===== config.mk =====
export PLATFORM = sky130hd
export DESIGN_NAME = pwm_carrier_timer
export DESIGN_NICKNAME = d
export VERILOG_FILES = /design/src/core/pwm_carrier_pkg.sv /design/src/core/count_clock_prescaler.sv /design/src/core/pwm_carrier_timer.sv
export SDC_FILE = /design/constraint.sdc
export NUM_CORES = 1
export LEC_CHECK = 0
export BUFFER_PORTS_ARGS = -buffer_cell sky130_fd_sc_hd__buf_2
export CORE_UTILIZATION = 50
export CTS_CLUSTER_DIAMETER = 200
export DETAILED_ROUTE_END_ITERATION = 16
export GPL_ROUTABILITY_DRIVEN = 1
export PLACE_DENSITY_LB_ADDON = 0.05
export SYNTH_ARGS = -nofsm -noshare
export SYNTH_HDL_FRONTEND = slang
export SYNTH_SLANG_ARGS = --single-unit

===== constraint.sdc =====
create_clock -name clk -period 2 [get_ports clk]
set_input_delay 0.1 -clock clk [delete_from_list [all_inputs] [get_ports clk]]
set_output_delay 0.1 -clock clk [all_outputs]
set_load 0.1 [all_outputs]

===== src/core/pwm_carrier_pkg.sv =====
// Register map, field positions and constants of the PWM/carrier timer
package pwm_carrier_pkg;
  localparam int CNT_W = 8;
  localparam int CKS_W = 3;
  localparam logic [7:0] MODE_OFS = 8'h00;
  localparam logic [7:0] CYCLE_OFS = 8'h04;
  localparam logic [7:0] DUTY_OFS = 8'h08;
  localparam logic [7:0] CARRIER_OFS = 8'h0C;
  localparam logic [7:0] STATUS_OFS = 8'h10;
  localparam int MODE_EN_BIT = 0;
  localparam int MODE_CARRIER_BIT = 1;
  localparam int MODE_CKS_LSB = 2;
  localparam int MODE_LEV_BIT = 5;
  localparam int CAR_BUF_BIT = 0;
  localparam int CAR_ACT_BIT = 1;
  localparam int CAR_RMC_BIT = 2;
  localparam logic [7:0] COMPARE_RESET = 8'h00;
  localparam logic [1:0] DUTY_SETTLE = 2'h3;
  typedef enum logic {CMP_FIRST, CMP_SECOND} cmp_phase_e;
endpackage : pwm_carrier_pkg


===== src/core/count_clock_prescaler.sv =====
// Count clock prescaler: one-cycle enable pulse at clk divided by 2**sel
`timescale 1ns/100ps
`default_nettype none
module count_clock_prescaler #(
  parameter int SEL_W = 3
) (
  input wire logic clk,
  input wire logic resetn,
  input wire logic run,
  input wire logic [SEL_W-1:0] sel,
  output logic tick
);
  localparam int DIV_W = (1 << SEL_W) - 1;

  typedef struct packed {
    logic [DIV_W-1:0] div;
    logic tick;
  } presc_s;

  presc_s q;
  presc_s next_q;
  logic [DIV_W-1:0] mask;

  always_comb begin
    mask = DIV_W'((1 << sel) - 1);
    next_q = q;
    next_q.tick = 1'b0;
    // Divider restarts with the run so the first tick is a full period away
    if (!run) begin
      next_q.div = '0;
    end else begin
      next_q.tick = ((q.div & mask) == mask);
      next_q.div = q.div + 1'b1;
    end
  end

  always_ff @(posedge clk) begin
    if (!resetn) begin
      q <= '0;
    end else begin
      q <= next_q;
    end
  end

  assign tick = q.tick;
endmodule : count_clock_prescaler
`default_nettype wire


===== src/core/pwm_carrier_timer.sv =====
// PWM / infrared carrier generator timer with APB register access
//
// Implementation choices: the address map and the APB register port.
`timescale 1ns/100ps
`default_nettype none
module pwm_carrier_timer #(
  parameter bit CARRIER_CAPABLE = 1'b1,
  parameter int CNT_W = pwm_carrier_pkg::CNT_W
) (
  input wire logic clk,
  input wire logic resetn,
  input wire logic [7:0] paddr,
  input wire logic psel,
  input wire logic penable,
  input wire logic pwrite,
  input wire logic [31:0] pwdata,
  output logic [31:0] prdata,
  output logic pready,
  output logic pslverr,
  input wire logic gate_counter_match,
  output logic timer_output_pin,
  output logic timer_match_irq,
  output logic synced_transfer_strobe
);
  typedef struct packed {
    logic count_enable_bit;
    logic carrier;
    logic [pwm_carrier_pkg::CKS_W-1:0] clock_select_field;
    logic output_level_select;
    logic [CNT_W-1:0] cycle_compare;
    logic [CNT_W-1:0] duty_compare;
    logic [CNT_W-1:0] duty_latch;
    logic lat_pend;
    logic [1:0] age;
    logic output_enable_buffer;
    logic output_enable_active;
    logic remote_control_enable;
    logic run;
    logic mask;
    logic [CNT_W-1:0] cnt;
    pwm_carrier_pkg::cmp_phase_e phase;
    logic level;
    logic carrier_clk;
    logic gate;
    logic irq;
    logic pin;
    logic [2:0] sy;
    logic gm;
    logic evt_pend;
    logic strobe;
    logic arm;
    logic [31:0] prdata;
    logic pready;
    logic pslverr;
  } timer_s;

  timer_s q;
  timer_s next_q;
  logic tick;
  logic setup;
  logic wr;
  logic [CNT_W-1:0] cmp_val;
  logic match;
  logic settled;
  logic nc;

  count_clock_prescaler #(
    .SEL_W(pwm_carrier_pkg::CKS_W)
  ) u_prescaler (
    .clk(clk),
    .resetn(resetn),
    .run(q.run),
    .sel(q.clock_select_field),
    .tick(tick)
  );

  always_comb begin
    next_q = q;
    setup = psel && !penable;
    wr = psel && penable && q.pready && pwrite;
    next_q.irq = 1'b0;
    next_q.pready = 1'b0;
    next_q.pslverr = 1'b0;
    // first compare is low width / cycle, second is high width / duty
    cmp_val = (q.phase == pwm_carrier_pkg::CMP_FIRST) ? q.cycle_compare : q.duty_compare;
    match = (q.cnt == cmp_val);
    settled = q.lat_pend && (q.age == pwm_carrier_pkg::DUTY_SETTLE);

    // pin synchroniser, a change counts once the last two flops agree
    next_q.sy = {q.sy[1:0], gate_counter_match};
    if (q.sy[1] == q.sy[2]) begin
      next_q.gm = q.sy[2];
    end

    // everything below advances only on count clocks while running
    if (q.run && tick) begin
      if (q.age != pwm_carrier_pkg::DUTY_SETTLE) begin
        next_q.age = q.age + 2'h1;
      end
      // copy lands on the second tick after the strobe rises
      if (q.arm) begin
        next_q.output_enable_active = q.output_enable_buffer;
        next_q.arm = 1'b0;
      end
      if (q.strobe) begin
        next_q.strobe = 1'b0;
        next_q.arm = 1'b1;
      end
      // strobe is one count clock wide and feeds no interrupt
      if (q.evt_pend) begin
        next_q.strobe = 1'b1;
        next_q.evt_pend = 1'b0;
      end
      if (q.mask) begin
        // first count clock after enable is swallowed
        next_q.mask = 1'b0;
      end else if (q.carrier) begin
        if (match) begin
          // clear, interrupt and swap compare on every match
          // restart from zero gives N+1 and M+1 widths
          next_q.cnt = '0;
          next_q.irq = 1'b1;
          // carrier clock inverts on every match
          next_q.carrier_clk = !q.carrier_clk;
          next_q.phase = (q.phase == pwm_carrier_pkg::CMP_FIRST) ?
                         pwm_carrier_pkg::CMP_SECOND : pwm_carrier_pkg::CMP_FIRST;
        end else begin
          next_q.cnt = q.cnt + 1'b1;
        end
      end else if (match && q.phase == pwm_carrier_pkg::CMP_FIRST) begin
        // cycle match clears, drives active, raises interrupt
        next_q.cnt = '0;
        next_q.irq = 1'b1;
        next_q.level = 1'b1;
        next_q.phase = pwm_carrier_pkg::CMP_SECOND;
      end else begin
        next_q.cnt = q.cnt + 1'b1;
        // duty match only ends the active level
        if (match) begin
          next_q.level = 1'b0;
          next_q.phase = pwm_carrier_pkg::CMP_FIRST;
        end
      end
      // an early match keeps the old duty, the latch waits
      if (!q.mask && match && q.phase == pwm_carrier_pkg::CMP_SECOND && settled) begin
        next_q.duty_compare = q.duty_latch;
        next_q.lat_pend = 1'b0;
      end
    end

    // Event set after the tick clear so a coincident event is not lost
    if (q.sy[1] == q.sy[2] && q.sy[2] && !q.gm) begin
      next_q.evt_pend = 1'b1;
    end

    // stopping drops the interrupt and returns to the inactive level
    next_q.run = q.count_enable_bit;
    if (!q.count_enable_bit || !q.run) begin
      next_q.cnt = '0;
      next_q.level = 1'b0;
      // A match in the stopping cycle must not leak an interrupt
      next_q.irq = 1'b0;
      // restart from the low width compare with the carrier low
      next_q.phase = pwm_carrier_pkg::CMP_FIRST;
      next_q.carrier_clk = 1'b0;
      next_q.mask = q.count_enable_bit;
    end

    if (wr) begin
      case (paddr)
        pwm_carrier_pkg::MODE_OFS: begin
          next_q.count_enable_bit = pwdata[pwm_carrier_pkg::MODE_EN_BIT];
          next_q.carrier = pwdata[pwm_carrier_pkg::MODE_CARRIER_BIT] && CARRIER_CAPABLE;
          next_q.clock_select_field =
            pwdata[pwm_carrier_pkg::MODE_CKS_LSB +: pwm_carrier_pkg::CKS_W];
          next_q.output_level_select = pwdata[pwm_carrier_pkg::MODE_LEV_BIT];
        end
        pwm_carrier_pkg::CYCLE_OFS: begin
          next_q.cycle_compare = pwdata[CNT_W-1:0];
        end
        pwm_carrier_pkg::DUTY_OFS: begin
          // while running the write only reaches the holding latch
          if (q.run) begin
            next_q.duty_latch = pwdata[CNT_W-1:0];
            next_q.lat_pend = 1'b1;
            next_q.age = 2'h0;
          end else begin
            next_q.duty_compare = pwdata[CNT_W-1:0];
            next_q.lat_pend = 1'b0;
          end
        end
        pwm_carrier_pkg::CARRIER_OFS: begin
          // the buffer and remote control bits are writable, the active bit is not
          next_q.output_enable_buffer = pwdata[pwm_carrier_pkg::CAR_BUF_BIT];
          next_q.remote_control_enable = pwdata[pwm_carrier_pkg::CAR_RMC_BIT];
        end
        default: begin
        end
      endcase
    end

    // Read data is captured in the setup cycle, so no wait states
    if (setup) begin
      next_q.pready = 1'b1;
      next_q.pslverr = 1'b0;
      next_q.prdata = '0;
      case (paddr)
        pwm_carrier_pkg::MODE_OFS: begin
          next_q.prdata[pwm_carrier_pkg::MODE_EN_BIT] = q.count_enable_bit;
          next_q.prdata[pwm_carrier_pkg::MODE_CARRIER_BIT] = q.carrier;
          next_q.prdata[pwm_carrier_pkg::MODE_CKS_LSB +: pwm_carrier_pkg::CKS_W] =
            q.clock_select_field;
          next_q.prdata[pwm_carrier_pkg::MODE_LEV_BIT] = q.output_level_select;
        end
        pwm_carrier_pkg::CYCLE_OFS: begin
          next_q.prdata[CNT_W-1:0] = q.cycle_compare;
        end
        pwm_carrier_pkg::DUTY_OFS: begin
          next_q.prdata[CNT_W-1:0] = q.lat_pend ? q.duty_latch : q.duty_compare;
        end
        pwm_carrier_pkg::CARRIER_OFS: begin
          next_q.prdata[pwm_carrier_pkg::CAR_BUF_BIT] = q.output_enable_buffer;
          next_q.prdata[pwm_carrier_pkg::CAR_ACT_BIT] = q.output_enable_active;
          next_q.prdata[pwm_carrier_pkg::CAR_RMC_BIT] = q.remote_control_enable;
        end
        pwm_carrier_pkg::STATUS_OFS: begin
          next_q.prdata[CNT_W-1:0] = q.cnt;
          next_q.prdata[CNT_W +: CNT_W] = q.duty_compare;
          next_q.prdata[16] = q.carrier_clk;
          next_q.prdata[17] = (q.phase == pwm_carrier_pkg::CMP_SECOND);
          next_q.prdata[18] = q.lat_pend;
          next_q.prdata[19] = q.run;
        end
        default: begin
          next_q.pslverr = 1'b1;
        end
      endcase
    end

    // gate opens only on a rising carrier edge with the enable active
    nc = next_q.carrier_clk;
    if (nc && !q.carrier_clk && next_q.output_enable_active) begin
      next_q.gate = 1'b1;
    end else if (!nc && !next_q.output_enable_active) begin
      // gate closes only once the carrier is low again
      next_q.gate = 1'b0;
    end
    // output selection, carrier only through the gate
    if (!q.carrier) begin
      next_q.pin = next_q.level ^ q.output_level_select;
    end else if (!q.remote_control_enable) begin
      next_q.pin = next_q.output_enable_active;
    end else begin
      next_q.pin = next_q.gate && nc;
    end
  end

  always_ff @(posedge clk) begin
    if (!resetn) begin
      q <= '0;
    end else begin
      q <= next_q;
    end
  end

  assign prdata = q.prdata;
  assign pready = q.pready;
  assign pslverr = q.pslverr;
  assign timer_output_pin = q.pin;
  assign timer_match_irq = q.irq;
  assign synced_transfer_strobe = q.strobe;
endmodule : pwm_carrier_timer
`default_nettype wire


==> impl_results.md <==
- R2R Setup Slk: -0.27 ns
- Fin worst setup slack: -0.271 ns
- Core area: between 0.008 and 0.009 sq mm
- Synthesized cell area: 0.00437 sq mm
- Worst setup SP type: flip-flop
- Synth top area cells: dfxtp_1, mux2i_1, buf_4
- Dpl hpwl: 8.03 mm
- I/O pin cnt: 83
- Drt total wl: 10.9 mm
- Rows: 33
- Pin count of the biggest net entering global routing: 27
- Failing checks: setup timing
- Worst r2r src: q[46]
- Filler cell count: 739
- Cell taking the most area after synthesis: dfxtp_1
- Routed Antenna Nets: 0
- Met2 Usage GRT: 0.417
- Via density: 5.56
- Die ar.: slightly above 0.009 sq mm
- CP startpoint: q[46]
- CP Cell Sequence: buf_4 > mux2i_2 > xor2_1 > nand4b_1 > or3_4 > a211o_1 > o211ai_1
- Met3 global-route usage: 0.0470
- Htree depth: 3
- Vias: 3604
- N_diodes: 0
- Drt first pass iters: 5
- Num CTS Buffers: 9
- Hold Path End: q[76]
- Placed Area: 0.00480 sq mm
- Worst hold path class: input port to flip-flop
- First-pass GRT wire length: ~17 mm
- Worst hold start: pwdata[5]
- WS Path Type: flip-flop to flip-flop
- Fmax: 0.440 GHz
- YS warnings: 0
- Largest buffer count on any clock path: 2
- Count of final setup violators: 21
- Pleak: slightly above 2 nW
- Crit path capture type: flip-flop
- PwrDens: 685 mW/mm^2
- Initial antenna violation count: 0
- Most frequent cells in the layout: dfxtp_1, buf_4, nand2_1, buf_2, mux2i_1
- GRT Residual Overflow: 0
- Drt drc: 0
- CTS root buffer: clkbuf_8
- Max_slew headroom: 0.633
- Avg WL per Cell: 16.8 microns
- GR peak layer: met2
- Post-synth cell types: 56
- Die Ht: 95.5 microns
- Max stage delay on crit path: 0.44 ns
- Fraction of registers with async set or reset after synthesis: 0
- Clk_lat worst skew: between 0.3 and 0.4 ns
- Initial Util: 0.524
- Crit path DAT: 2.55 ns
- Post-synth EDFFs: 0
- WP data required: 2.28 ns
- Most common cell after layout, fill and taps aside: dfxtp_1
- Maxcap violations: 0
- Measured slew at the worst slew-check pin: ~0.55 ns
- R2r worst-path depth: 7
- # port buffers: 46
- RSZ-0062 raised after global routing: true
- Layout Nets: a little under 600
- Tot GR Track Use: 0.249
- CTS clk-pin slew, worst paths: 0.09 ns
- Ys flop type: dfxtp_1
- Worst VDD drop: 294 uV
- Outcome: finished, violations left
- Met1 Use GR: 0.323
- Die Wd: about 96 microns
- Min-Delay Path Depth: 2
- CTS Sinks: 89
- TritonCTS clock tree: yes
- Final-report hold violation count: 0
- Fin Clk Skew: 0.00828 ns
- Iter 0 DRT Violations: 189
- Design area: roughly 0.0052 sq mm
- Layout cell share with drive strength beyond 1: 0.258
- Routability Congestion: 0.829
- Vias in the first global route: roughly 3400
- Post-route clock period utilization: 1.14
- Slowest-stage cell, CP: or3_4
- Final min period: between 2 and 2.5 ns
- Post-synthesis sequential area ratio: 0.408
- Worst-path fanout max: 6
- Syn Area/Cell: 9.18 sq um
- Yosys reg bits: a little under 90
- Cells after synthesis: around 480
- Reg2Reg Capture Point: timer_output_pin
- Post-synth top area share: 0.408
- Area delta synth->final: 18.7%
- WHS: ~0.011 ns
- Max-slew violation count: 0
## repair_timing
| item | CTS | global route |
|---|---|---|
| endpoints found under the setup margin | 22 | 23 |
| hold buffers | 3 | 0 |
| cloned | 0 | 0 |
| endpoints found under the hold margin | 3 | 0 |
| buffers inserted | 2 | 0 |
| gates resized for setup | 7 | 14 |
| pin swaps | 4 | 2 |
## synthesized netlist by cell type, types with 4 or more instances
master / number
dfxtp_1: 89
nand2_1: 46
mux2i_1: 36
buf_4: 32
nand3_1: 27
nor2_1: 25
a21boi_0: 23
nor2b_1: 22
clkbuf_1: 18
xor2_1: 13
a21oi_1: 10
o21ai_0: 10
buf_2: 8
mux2_2: 8
o2bb2ai_1: 8
xnor2_1: 8
and3_1: 7
a222oi_1: 5
and2_1: 5
inv_1: 5
nand4_1: 5
nor3_1: 5
ha_1: 4
nand2b_1: 4
or3_1: 4
## worst max path at each step
stage / end / slack [ns] / cells past startpoint
finish: timer_output_pin / -0.27 / 7
global route: timer_output_pin / -0.36 / 6
CTS: q[45] / -0.24 / 6
detailed placement: timer_output_pin / -0.30 / 7
global placement: timer_output_pin / -0.24 / 7
floorplan: q[45] / -0.06 / 7
## cells by family after synthesis
kind of cell | synth area share
AND/OR/NAND/NOR | 0.201
flip-flops | 0.408
AO/OA/AOI/OAI | 0.145
buffers and inverters | 0.0864
multiplexers | 0.103
XOR/XNOR | 0.0421
adder cells (fa/ha/maj) | 0.0137
other | 0.000858
## registers in the layout (all words and copies together) (netlist names)
signal,count
next_q,3
q,53
pslverr,1
pready,1
prdata,20
timer_output_pin,1
u_prescaler.q,7
timer_match_irq,1
synced_transfer_strobe,1
u_prescaler.tick,1
## per-stage QoR
stage          setup slack [ns]  setup TNS (ns)  utilization  power, mW  cells
3_5_place_dp             -0.300           -4.04        0.576       2.09    627
5_1_grt                  -0.361           -4.39        0.622       3.68    648
3_3_place_gp             -0.244           -2.37        0.576       2.09    627
4_1_cts                  -0.240           -2.48        0.614       3.59    648
2_1_floorplan           -0.0596          -0.277            -       2.06    487
6_report                 -0.271           -2.51        0.622       3.56    648
## critical path: cells and delay by family (launching register included)
family | cells | cell delay, ns
compound gates | 2 | 0.41
xor+xnor | 1 | 0.24
buf+inv | 1 | 0.19
flops | 1 | 0.41
mux | 1 | 0.29
simple gates | 2 | 0.65
## layout make-up
class                           instances  area [sq um]  area share
Multi-Input combinational cell        334          2350       0.454
Sequential cell                        89          1790       0.344
Timing Repair Buffer                   99           656       0.126
Clock buffer                           12           145      0.0280
Tap cell                              105           131      0.0253
Clock inverter                          4          98.8      0.0190
Inverter                                5          18.8     0.00362
## power breakdown
group	internal, mW	total (mW)	switching, mW	leakage [nW]
sequential	1.78	1.78	0.00462	0.719
clock	0.871	1.50	0.632	0.121
combinational	0.0544	0.271	0.216	1.23
total	2.70	3.56	0.853	2.07
## per-layer routing
layer	up-vias	part of all wire	wire length, microns
li1	1771	-	-
met1	1735	0.47	5060
met5	-	0	0
met4	0	0.012	133
met3	12	0.043	463
met2	86	0.48	5200
Note: power is estimated with default switching activity, not from simulation.
